--- src/verilog/m11c_pkg.sv ---
// Constants shared by the modulo-eleven counter and its register slave
package m11c_pkg;

  localparam int COUNT_W = 4;
  localparam int ADDR_W = 8;
  localparam int DATA_W = 32;
  localparam int PIN_W = 3;

  // Count limits: eleven states, values zero to ten
  localparam logic [COUNT_W-1:0] COUNT_MIN = 4'h0;
  localparam logic [COUNT_W-1:0] COUNT_MAX = 4'hA;
  localparam logic [COUNT_W-1:0] COUNT_STEP = 4'h1;
  localparam logic [COUNT_W-1:0] COUNT_RESET = 4'h0;

  // Register byte addresses
  localparam logic [ADDR_W-1:0] CTRL_OFFSET = 8'h00;
  localparam logic [ADDR_W-1:0] STATUS_OFFSET = 8'h04;

  // Control register fields
  localparam int CTRL_HOLD_BIT = 0;
  localparam int CTRL_CLEAR_BIT = 1;
  localparam logic [1:0] CTRL_RESET = 2'h0;

  // Status register fields
  localparam int STAT_COUNT_LSB = 0;
  localparam int STAT_UP_BIT = 4;
  localparam int STAT_HOLD_BIT = 5;
  localparam int STAT_CLEAR_BIT = 6;
  localparam int STAT_OE_BIT = 7;

  // Filtered pin order in the synchroniser bus
  localparam int PIN_CLEAR = 0;
  localparam int PIN_UP = 1;
  localparam int PIN_HOLD = 2;
  // Inactive pin levels: clear_n high, down, not holding
  localparam logic [PIN_W-1:0] PIN_RESET = 3'h1;

  localparam logic [1:0] RESP_OKAY = 2'h0;
  localparam logic [1:0] RESP_SLVERR = 2'h2;
  localparam logic [DATA_W-1:0] DATA_ZERO = 32'h0000_0000;

endpackage

--- src/verilog/m11c_counter.sv ---
// Modulo-eleven up/down counter with AXI4-Lite control and status
// How it works
// - A low clear forces the count to zero at the fifth clock edge after the pin falls.
// - The count runs through eleven values, zero to ten, and wraps.
// - Counting down steps lower each clock and wraps zero to ten.
// - Counting up steps higher each clock and wraps ten to zero.
// - Hold keeps the count still while clear is inactive.
// - The direction input picks up or down on each enabled clock.
// - Output enable gates the count drivers without a clock edge.
// - Clear and output enable are both asserted by a low level.
// - The four output bits are the count value in plain binary.
`timescale 1ns/1ps
module m11c_counter
  import m11c_pkg::*;
(
  input wire logic i_clk,
  input wire logic i_resetn,
  input wire logic i_clear_n,
  input wire logic i_up,
  input wire logic i_hold,
  input wire logic i_oe_n,
  output logic [m11c_pkg::COUNT_W-1:0] o_count_out,
  output logic [m11c_pkg::COUNT_W-1:0] o_count_oe,
  input wire logic [m11c_pkg::ADDR_W-1:0] i_awaddr,
  input wire logic [2:0] i_awprot,
  input wire logic i_awvalid,
  output logic o_awready,
  input wire logic [m11c_pkg::DATA_W-1:0] i_wdata,
  input wire logic [3:0] i_wstrb,
  input wire logic i_wvalid,
  output logic o_wready,
  output logic [1:0] o_bresp,
  output logic o_bvalid,
  input wire logic i_bready,
  input wire logic [m11c_pkg::ADDR_W-1:0] i_araddr,
  input wire logic [2:0] i_arprot,
  input wire logic i_arvalid,
  output logic o_arready,
  output logic [m11c_pkg::DATA_W-1:0] o_rdata,
  output logic [1:0] o_rresp,
  output logic o_rvalid,
  input wire logic i_rready
);

  function automatic logic [COUNT_W-1:0] step_count(
    input logic [COUNT_W-1:0] cur,
    input logic up
  );
    logic [COUNT_W-1:0] res;
    if (up) begin
      res = (cur >= COUNT_MAX) ? COUNT_MIN : cur + COUNT_STEP;
    end else begin
      res = (cur == COUNT_MIN) ? COUNT_MAX : cur - COUNT_STEP;
    end
    return res;
  endfunction

  function automatic logic reg_hit(input logic [ADDR_W-1:0] addr);
    return (addr == CTRL_OFFSET) || (addr == STATUS_OFFSET);
  endfunction

  // Pin synchronisation
  logic [PIN_W-1:0] pin_async;
  logic [PIN_W-1:0] pin_level;

  assign pin_async[PIN_CLEAR] = i_clear_n;
  assign pin_async[PIN_UP] = i_up;
  assign pin_async[PIN_HOLD] = i_hold;

  m11c_sync3 u_sync (
    .i_clk(i_clk),
    .i_resetn(i_resetn),
    .i_async(pin_async),
    .o_level(pin_level)
  );

  // Effective controls: clear and hold pins merged with the software overrides
  logic [1:0] ctrl_reg;
  logic [1:0] ctrl_next;
  logic sw_clear_reg;
  logic sw_clear_next;
  logic clear_eff;
  logic hold_eff;
  logic up_eff;

  assign clear_eff = !pin_level[PIN_CLEAR] || sw_clear_reg;
  assign hold_eff = pin_level[PIN_HOLD] || ctrl_reg[CTRL_HOLD_BIT];
  assign up_eff = pin_level[PIN_UP];

  // Counter
  logic [COUNT_W-1:0] count_reg;
  logic [COUNT_W-1:0] count_next;

  always_comb begin
    if (clear_eff) begin
      count_next = COUNT_MIN;
    end else if (hold_eff) begin
      count_next = count_reg;
    end else begin
      count_next = step_count(count_reg, up_eff);
    end
  end

  always_ff @(posedge i_clk or negedge i_resetn) begin
    if (!i_resetn) begin
      count_reg <= COUNT_RESET;
    end else begin
      count_reg <= count_next;
    end
  end

  // The count bits are the register itself; enables bypass the clock
  assign o_count_out = count_reg;
  assign o_count_oe = {COUNT_W{!i_oe_n}};

  // Write channel
  logic aw_have_reg;
  logic aw_have_next;
  logic w_have_reg;
  logic w_have_next;
  logic [ADDR_W-1:0] waddr_reg;
  logic [ADDR_W-1:0] waddr_next;
  logic [DATA_W-1:0] wdata_reg;
  logic [DATA_W-1:0] wdata_next;
  logic [3:0] wstrb_reg;
  logic [3:0] wstrb_next;
  logic awready_reg;
  logic awready_next;
  logic wready_reg;
  logic wready_next;
  logic bvalid_reg;
  logic bvalid_next;
  logic [1:0] bresp_reg;
  logic [1:0] bresp_next;
  logic do_write;

  assign do_write = aw_have_reg && w_have_reg && !bvalid_reg;

  always_comb begin
    aw_have_next = aw_have_reg;
    w_have_next = w_have_reg;
    waddr_next = waddr_reg;
    wdata_next = wdata_reg;
    wstrb_next = wstrb_reg;
    bvalid_next = bvalid_reg;
    bresp_next = bresp_reg;
    ctrl_next = ctrl_reg;
    sw_clear_next = 1'b0;
    if (i_awvalid && awready_reg) begin
      aw_have_next = 1'b1;
      waddr_next = i_awaddr;
    end
    if (i_wvalid && wready_reg) begin
      w_have_next = 1'b1;
      wdata_next = i_wdata;
      wstrb_next = i_wstrb;
    end
    if (do_write) begin
      aw_have_next = 1'b0;
      w_have_next = 1'b0;
      bvalid_next = 1'b1;
      bresp_next = reg_hit(waddr_reg) ? RESP_OKAY : RESP_SLVERR;
      // Only the low byte lane carries control bits
      if (waddr_reg == CTRL_OFFSET && wstrb_reg[0]) begin
        ctrl_next[CTRL_HOLD_BIT] = wdata_reg[CTRL_HOLD_BIT];
        sw_clear_next = wdata_reg[CTRL_CLEAR_BIT];
      end
    end
    if (bvalid_reg && i_bready) begin
      bvalid_next = 1'b0;
    end
    // New transfers wait until the response is gone
    awready_next = !aw_have_next && !bvalid_next;
    wready_next = !w_have_next && !bvalid_next;
  end

  always_ff @(posedge i_clk or negedge i_resetn) begin
    if (!i_resetn) begin
      aw_have_reg <= 1'b0;
      w_have_reg <= 1'b0;
      waddr_reg <= CTRL_OFFSET;
      wdata_reg <= DATA_ZERO;
      wstrb_reg <= 4'h0;
      awready_reg <= 1'b0;
      wready_reg <= 1'b0;
      bvalid_reg <= 1'b0;
      bresp_reg <= RESP_OKAY;
      ctrl_reg <= CTRL_RESET;
      sw_clear_reg <= 1'b0;
    end else begin
      aw_have_reg <= aw_have_next;
      w_have_reg <= w_have_next;
      waddr_reg <= waddr_next;
      wdata_reg <= wdata_next;
      wstrb_reg <= wstrb_next;
      awready_reg <= awready_next;
      wready_reg <= wready_next;
      bvalid_reg <= bvalid_next;
      bresp_reg <= bresp_next;
      ctrl_reg <= ctrl_next;
      sw_clear_reg <= sw_clear_next;
    end
  end

  assign o_awready = awready_reg;
  assign o_wready = wready_reg;
  assign o_bvalid = bvalid_reg;
  assign o_bresp = bresp_reg;

  // Read channel
  logic arready_reg;
  logic arready_next;
  logic rvalid_reg;
  logic rvalid_next;
  logic [DATA_W-1:0] rdata_reg;
  logic [DATA_W-1:0] rdata_next;
  logic [1:0] rresp_reg;
  logic [1:0] rresp_next;
  logic [DATA_W-1:0] status_word;

  always_comb begin
    status_word = DATA_ZERO;
    status_word[STAT_COUNT_LSB +: COUNT_W] = count_reg;
    status_word[STAT_UP_BIT] = up_eff;
    status_word[STAT_HOLD_BIT] = hold_eff;
    status_word[STAT_CLEAR_BIT] = clear_eff;
    status_word[STAT_OE_BIT] = !i_oe_n;
  end

  always_comb begin
    rvalid_next = rvalid_reg;
    rdata_next = rdata_reg;
    rresp_next = rresp_reg;
    if (rvalid_reg && i_rready) begin
      rvalid_next = 1'b0;
    end
    if (i_arvalid && arready_reg) begin
      rvalid_next = 1'b1;
      rresp_next = RESP_OKAY;
      rdata_next = DATA_ZERO;
      if (i_araddr == CTRL_OFFSET) begin
        rdata_next[CTRL_HOLD_BIT] = ctrl_reg[CTRL_HOLD_BIT];
      end else if (i_araddr == STATUS_OFFSET) begin
        rdata_next = status_word;
      end else begin
        rresp_next = RESP_SLVERR;
      end
    end
    arready_next = !rvalid_next;
  end

  always_ff @(posedge i_clk or negedge i_resetn) begin
    if (!i_resetn) begin
      arready_reg <= 1'b0;
      rvalid_reg <= 1'b0;
      rdata_reg <= DATA_ZERO;
      rresp_reg <= RESP_OKAY;
    end else begin
      arready_reg <= arready_next;
      rvalid_reg <= rvalid_next;
      rdata_reg <= rdata_next;
      rresp_reg <= rresp_next;
    end
  end

  assign o_arready = arready_reg;
  assign o_rvalid = rvalid_reg;
  assign o_rdata = rdata_reg;
  assign o_rresp = rresp_reg;

  // Checks on the counting behaviour and the write response
  a_clear_zero: assert property (
    @(posedge i_clk) disable iff (!i_resetn)
    clear_eff |=> (count_reg == COUNT_MIN)
  ) else $error("count not zero after clear");

  a_count_range: assert property (
    @(posedge i_clk) disable iff (!i_resetn)
    count_reg <= COUNT_MAX
  ) else $error("count left the eleven-state range");

  a_down_step: assert property (
    @(posedge i_clk) disable iff (!i_resetn)
    (!clear_eff && !hold_eff && !up_eff && count_reg != COUNT_MIN)
      |=> (count_reg == $past(count_reg) - COUNT_STEP)
  ) else $error("down count did not step lower");

  a_down_wrap: assert property (
    @(posedge i_clk) disable iff (!i_resetn)
    (!clear_eff && !hold_eff && !up_eff && count_reg == COUNT_MIN)
      |=> (count_reg == COUNT_MAX)
  ) else $error("down count did not wrap to ten");

  a_up_step: assert property (
    @(posedge i_clk) disable iff (!i_resetn)
    (!clear_eff && !hold_eff && up_eff && count_reg != COUNT_MAX)
      |=> (count_reg == $past(count_reg) + COUNT_STEP)
  ) else $error("up count did not step higher");

  a_up_wrap: assert property (
    @(posedge i_clk) disable iff (!i_resetn)
    (!clear_eff && !hold_eff && up_eff && count_reg == COUNT_MAX)
      |=> (count_reg == COUNT_MIN)
  ) else $error("up count did not wrap to zero");

  a_hold_keep: assert property (
    @(posedge i_clk) disable iff (!i_resetn)
    (!clear_eff && hold_eff) |=> $stable(count_reg)
  ) else $error("count moved during hold");

  a_pin_clear: assert property (
    @(posedge i_clk) disable iff (!i_resetn)
    (!pin_level[PIN_CLEAR] && !hold_eff) ##1 !pin_level[PIN_CLEAR]
      |-> (count_reg == COUNT_MIN)
  ) else $error("low clear pin did not hold count at zero");

  a_oe_follow: assert property (
    @(posedge i_clk) disable iff (!i_resetn)
    (!clear_eff && !hold_eff && i_oe_n) |=> (count_reg != $past(count_reg))
  ) else $error("count stalled while drivers were off");

  a_write_resp: assert property (
    @(posedge i_clk) disable iff (!i_resetn)
    do_write |=> (o_bvalid && !o_awready && !o_wready)
  ) else $error("write response missing");

endmodule

--- src/verilog/m11c_sync3.sv ---
// Three-stage input synchroniser with agreement filter
`timescale 1ns/1ps
module m11c_sync3
  import m11c_pkg::*;
(
  input wire logic i_clk,
  input wire logic i_resetn,
  input wire logic [m11c_pkg::PIN_W-1:0] i_async,
  output logic [m11c_pkg::PIN_W-1:0] o_level
);

  logic [PIN_W-1:0] s1_reg;
  logic [PIN_W-1:0] s2_reg;
  logic [PIN_W-1:0] s3_reg;
  logic [PIN_W-1:0] level_reg;
  logic [PIN_W-1:0] level_next;

  // Per bit: only a level seen on two settled stages is accepted
  always_comb begin
    for (int i = 0; i < PIN_W; i++) begin
      level_next[i] = (s2_reg[i] == s3_reg[i]) ? s3_reg[i] : level_reg[i];
    end
  end

  always_ff @(posedge i_clk or negedge i_resetn) begin
    if (!i_resetn) begin
      s1_reg <= PIN_RESET;
      s2_reg <= PIN_RESET;
      s3_reg <= PIN_RESET;
      level_reg <= PIN_RESET;
    end else begin
      s1_reg <= i_async;
      s2_reg <= s1_reg;
      s3_reg <= s2_reg;
      level_reg <= level_next;
    end
  end

  assign o_level = level_reg;

endmodule
--- config.mk ---
export PLATFORM = sky130hd
export DESIGN_NAME = m11c_counter
export DESIGN_NICKNAME = d
export VERILOG_FILES = /design/src/verilog/m11c_pkg.sv /design/src/verilog/m11c_counter.sv /design/src/verilog/m11c_sync3.sv
export SDC_FILE = /design/constraint.sdc
export NUM_CORES = 1
export LEC_CHECK = 0
export BUFFER_PORTS_ARGS = -buffer_cell sky130_fd_sc_hd__buf_4
export CORE_ASPECT_RATIO = 0.7
export CORE_MARGIN = 10
export CORE_UTILIZATION = 44
export CTS_CLUSTER_SIZE = 10
export DETAILED_ROUTE_END_ITERATION = 8
export GPL_TIMING_DRIVEN = 0
export PLACE_DENSITY = 0.76
export SETUP_SLACK_MARGIN = 0.4
export SLEW_MARGIN = 10
export SYNTH_ARGS = -nofsm -noshare
export SYNTH_HDL_FRONTEND = slang
export SYNTH_SLANG_ARGS = --single-unit
export TNS_END_PERCENT = 1
--- constraint.sdc ---
create_clock -name i_clk -period 1.8 [get_ports i_clk]
set_input_delay 0.09 -clock i_clk [delete_from_list [all_inputs] [get_ports i_clk]]
set_output_delay 0.09 -clock i_clk [all_outputs]
set_load 0.01 [all_outputs]
==> results of run 1 <==
==> power breakdown <==
group / leakage (uW) / internal [uW] / switching, uW
Combinational: 0.000826 / 444 / 368
Clock: 0.0000514 / 414 / 348
Sequential: 0.000561 / 1270 / 173
==> metrics by stage <==
stage	total power, uW	instance area, um2	util [%]	worst slack [ns]	hold slack (ns)
2_1_floorplan	1965	2197	-	0.1714	-0.2056
6_report	3018	2878	64.25	0.09737	0.006866
5_1_grt	3237	2878	64.25	0.01694	0.001316
3_3_place_gp	2235	2656	59.30	0.1130	0.1191
3_5_place_dp	2259	2656	59.30	0.08728	0.1213
4_1_cts	3033	2828	63.13	0.08633	0.004786
==> worst max-delay path by stage <==
stage / start / to / slack [ns]
4_1_cts: waddr_reg[5] / ctrl_reg[0] / 0.09
6_report: waddr_reg[5] / ctrl_reg[0] / 0.1
5_1_grt: waddr_reg[5] / ctrl_reg[0] / 0.02
3_3_place_gp: waddr_reg[5] / ctrl_reg[0] / 0.11
2_1_floorplan: waddr_reg[5] / ctrl_reg[0] / 0.17
3_5_place_dp: o_count_out[0] / o_count_out[2] / 0.09
==> worst max-delay path, stage by stage (launching register included) <==
cell and delay (ns):
dfrtp_1 0.38, or4_4 0.54, nor4_4 0.19, nand4b_2 0.17, mux2_4 0.31
==> routing by layer <==
| metal | up-vias | track usage, % | routed length, um |
|---|---|---|---|
| met5 | - | 0 | 0 |
| met4 | 0 | 2.949 | 35 |
| met3 | 4 | 7.257 | 551 |
| met2 | 59 | 16.59 | 1969 |
| met1 | 681 | 13.70 | 1835 |
| li1 | 763 | - | - |
==> cell families after synthesis <==
group	Yosys count
buf+inv	41
flops	46
other cells	1
mux	13
xor+xnor	1
compound gates	26
simple gates	48
fa+ha+maj	6
==> repair_timing <==
action                                  4_1_cts  5_1_grt
cloned                                        0        0
pin swaps                                     0        0
endpoints found under the hold margin        47        5
endpoints found under the setup margin        6        8
resized for setup                             1        0
hold buffers                                  6        5
==> layout by cell type, fill, tap and decap left out, drive strengths merged, types with 5 or more instances in the layout <==
cell / Yosys / final
a21oi: 7 / 7
buf: 29 / 81
clkbuf: 5 / 11
conb: 1 / 26
dfrtp: 42 / 42
dlygate4sd3: 0 / 11
inv: 7 / 7
mux2: 12 / 12
nand2: 16 / 16
nor2: 11 / 11
o21ai: 8 / 8
o31ai: 5 / 5
==> cell type report <==
| class | count | area (um2) | area share, % |
|---|---|---|---|
| Sequential cell | 46 | 1157 | 40.22 |
| Multi-Input combinational cell | 120 | 778.2 | 27.04 |
| Timing Repair Buffer | 63 | 500.5 | 17.39 |
| Buffer | 34 | 236.5 | 8.217 |
| Clock buffer | 6 | 72.57 | 2.522 |
| Tap cell | 55 | 68.82 | 2.391 |
| Clock inverter | 2 | 37.54 | 1.304 |
| Inverter | 7 | 26.28 | 0.9130 |
==> reports/results.tsv, run 1 <==
metric	value	unit
syn_avg_cell_area	11.56	um2
grt_max_degree	47	
drt_first_pass_iters	4	
grt_overflow	0	
port_buffers	52	
synth_most_common_cell	dfrtp_1	
ys.flop_type	dfrtp_1	
cts_root_buf	clkbuf_8	
synth.distinct_cells	39	
synth_xor_area_share	0.4164	%
numCtsBuffers	5	
diodes	0	
drt_iter0_drc	33	
ys_ff_latch	46	
synth_edf_count	0	
cts.clk_slew.worst_paths	0.09	ns
postSynth.asyncResetShare	100.0	%
nFillCells	371	
h-tree-depth	2	
synth_top_family_by_area	simple AND/OR/NAND/NOR gates	
grt_pass1_vias	1490	
r2r_slack	0.1	ns
ios	118	
grt.total_usage	11.40	%
clock_sinks	46	
clock_path_buffers	2	
synth_compound_area_share	7.733	%
rsz0062_at_grt	true	
drive_gt1_share	40.29	%
dp_cells	314	
antenna_found_initial	0	
drt_wl_total	4392	um
synth-adder-area-share	3.212	%
fin_nets	349	
startpoint_type	flip-flop	
setup_viol	0	
worst_pin_slew	0.5584	ns
drv_slew	0	
hold_start	i_awaddr[4]	
yosysTopAreaCellShare	49.97	%
finalCritPeriodShare	94.59	%
die_w	102.6	um
synth_mux_area_share	7.079	%
die_h	77.85	um
postCtsSetupBuffers	0	
grt_pass1_wl	7279	um
r2r-end	ctrl_reg[0]	
dp_hpwl	3411	um
finalHoldViolCount	0	
tns	0	ns
die_area	7990	um2
critical_path_class	reg2reg	
cp_max_fo	2	
fin_crit	1.703	ns
wl_per_cell	13.19	um
instances_no_fill	333	
drv_cap	0	
drc	0	
ys_seq_area_share	54.97	%
vias	1507	
cp.required	2.00	ns
power_leakage	0.001438	uW
p_per_area	1049	nW/um2
vias_per_cell	4.526	
fmax	587.3	MHz
synth_area	2103	um2
status	finished clean	
peakVddDrop	0.7814	mV
hold_end	waddr_reg[4]	
yosys.area_share.simple	13.92	%
synthTopCellsByCount	dfrtp_1, buf_4, nand2_1	
max_slew_margin	62.77	%
finClkSkew	0.008593	ns
r2r_start	waddr_reg[5]	
r2r_cells	4	
whs_path_depth	2	
initial_core_util	46.96	%
syn_inst	182	
syn_to_final_growth	36.82	%
final_antenna_net_count	0	
core_area	4479	um2
rows	20	
yosys.area.top_type	dfrtp_1	
ys_top_cells_by_area	dfrtp_1, buf_4, mux2_2	
yosysWarnings	0	
routabilityCongestion	0.7879	
insertion_delay	0.31	ns
hp-class	in2reg	
worstPathArrival	1.90	ns
crit_path_end_kind	flip-flop	
cts_tree	yes	
(Power assumes the default switching activity.)
==> inputs of run 2 (changes only) <==
--- a/config.mk
+++ b/config.mk
@@ -5,7 +5,7 @@
 export SDC_FILE = /design/constraint.sdc
 export NUM_CORES = 1
 export LEC_CHECK = 0
-export BUFFER_PORTS_ARGS = -buffer_cell sky130_fd_sc_hd__buf_4
+export BUFFER_PORTS_ARGS = -buffer_cell sky130_fd_sc_hd__clkbuf_2
 export CORE_ASPECT_RATIO = 0.7
 export CORE_MARGIN = 10
 export CORE_UTILIZATION = 44
==> reports/results.tsv, run 2 (synthesis gave the netlist of run 1 again) <==
metric	value	unit	change
clock_sinks	46		unchanged
ios	118		unchanged
grt_overflow	0		unchanged
dp_hpwl	3407	um	was 3411 um
final_cell_mix	clkbuf_2, dfrtp_1, buf_4		was buf_4, dfrtp_1, conb_1
worstPathArrival	1.90	ns	about the same
setup_viol	0		unchanged
internal_power	1937	uW	was 2129 uW
cts_tree	yes		unchanged
diodes	0		unchanged
die_w	102.6	um	unchanged
final_antenna_net_count	0		unchanged
critPathLaunch	waddr_reg[5]		unchanged
routabilityCongestion	0.7780		was 0.7879
clkPwrFrac	22.6	%	was 25.2%
die_h	77.85	um	unchanged
initial_core_util	46.96	%	unchanged
path_buf_inv	0		unchanged
vias	1503		was 1507
grt.total_usage	11.08	%	was 11.40%
violations	negative hold slack		
crit_path_end_kind	flip-flop		unchanged
drt_iter0_drc	34		was 33
wl_per_cell	12.93	um	was 13.19 um
cp_max_fo	2		unchanged
instances_no_fill	330		was 333
startpoint_type	flip-flop		unchanged
hp-class	in2async		was in2reg
layout_commonest_cell	clkbuf_2		was buf_4
p_comb_share	26.5	%	was 26.9%
r2r_slack	0.1	ns	about the same
worst_pin_slew	1.115	ns	was 0.5584 ns
port_buffers	52		unchanged
fin_nets	346		was 349
vias_per_cell	4.555		was 4.526
dp_cells	314		unchanged
drv_cap	0		unchanged
syn_to_final_growth	28.44	%	was 36.82%
antenna_found_initial	0		unchanged
cp.required	2.00	ns	about the same
rsz0062_at_grt	true		unchanged
tns	0	ns	unchanged
r2r_start	waddr_reg[5]		unchanged
postCtsSetupBuffers	0		unchanged
power	2837	uW	was 3018 uW
multi_input_area	778.2	um2	unchanged
p_seq_share	50.9	%	was 47.9%
cp.depth	4		unchanged
r2r_cells	4		unchanged
die_area	7990	um2	unchanged
critPathTopFamily	simple AND/OR/NAND/NOR gates		unchanged
grt_max_degree	47		unchanged
cts.clk_slew.worst_paths	0.09	ns	about the same
power_leakage	0.001383	uW	was 0.001438 uW
clock_path_buffers	2		unchanged
cts_root_buf	clkbuf_8		unchanged
endpoint	ctrl_reg[0]		unchanged
slowest_stage	or4_4		unchanged
nFillCells	397		was 371
finClkSkew	0.008297	ns	was 0.008593 ns
hold_slack	-0.01244	ns	was 0.006866 ns
grt_pass1_vias	1511		was 1490
peakVddDrop	0.5926	mV	was 0.7814 mV
rows	20		unchanged
p_switching	900.4	uW	was 889.1 uW
p_per_area	1050	nW/um2	was 1049 nW/um2
status	complete, but fails checks		was finished clean
critical_path_class	reg2reg		unchanged
fmax	587.3	MHz	about the same
finalCritPeriodShare	94.60	%	was 94.59%
grt_pass1_wl	7141	um	was 7279 um
fin_util	60.31	%	was 64.25%
drive_gt1_share	41.09	%	was 40.29%
numCtsBuffers	5		unchanged
fin_crit	1.703	ns	about the same
core_area	4479	um2	unchanged
seqCellArea	1157	um2	unchanged
drv_slew	0		unchanged
insertion_delay	0.31	ns	about the same
drt_first_pass_iters	4		unchanged
drt_wl_total	4267	um	was 4392 um
r2r-end	ctrl_reg[0]		unchanged
finalHoldViolCount	24		was 0
drc	0		unchanged
max_slew_margin	25.68	%	was 62.77%
swShare	31.73	%	was 29.46%
slowest_delay	0.54	ns	about the same
worstPathCellList	or4_4, nor4_4, nand4b_2, mux2_4		unchanged
h-tree-depth	2		unchanged
==> run 2: metrics by stage <==
step | cell area, um2 | setup slack, ns
floorplan | 2197 | 0.1714
global placement | 2526 | 0.1088
detailed placement | 2526 | 0.1002
CTS | 2700 | 0.08205
global route | 2701 | 0.02166
finish | 2701 | 0.09723
==> run 2: layout make-up <==
cell class / instances / share of cell area, %
Buffer: 34 / 8.754
Clock buffer: 5 / 2.547
Clock inverter: 3 / 0.9264
Inverter: 7 / 0.9727
Multi-Input combinational cell: 120 / 28.81
Sequential cell: 46 / 42.84
Tap cell: 55 / 2.547
Timing Repair Buffer: 60 / 12.60
==> run 2: per-layer routing <==
metal  GRT usage [%]  share of wire (%)
met5               0                  0
met4           3.792                1.2
met3           5.752                 11
met2           17.16                 46
met1           12.86                 42
==> run 2: repair_timing <==
item / 4_1_cts / 5_1_grt
hold endpoints to repair: 8 / 0
pin swaps: 0 / 0
hold buffers: 8 / 0
endpoints found under the setup margin: 6 / 17
gates resized for setup: 0 / 1
cloned: 0 / 0
==> run 2: worst min-delay path by stage <==
stage | start | to | slack [ns] | cells after the start
after floorplan | i_resetn | aw_have_reg | -0.21 | 0
after global placement | i_clear_n | u_sync.s1_reg[0] | 0.18 | 1
after detailed placement | i_clear_n | u_sync.s1_reg[0] | 0.18 | 1
after CTS | i_awaddr[4] | waddr_reg[4] | 0.001 | 2
after global routing | i_awaddr[4] | waddr_reg[4] | 0.0008 | 2
final | i_resetn | o_rdata[3] | -0.01 | 1
==> run 2: power by group through the flow <==
stage | clock (uW) | sequential [uW] | combinational (uW)
6_report | 642 | 1440 | 753
5_1_grt | 718 | 1480 | 852
4_1_cts | 671 | 1450 | 757
3_5_place_dp | 0 | 1470 | 740
3_3_place_gp | 0 | 1460 | 723
2_1_floorplan | 0 | 1450 | 513
==> run 2: worst reg2reg max path, delay by kind of cell (launching register included) <==
kind / cells / cell delay (ns)
mux: 1 / 0.31
simple gates: 3 / 0.90
flops: 1 / 0.39
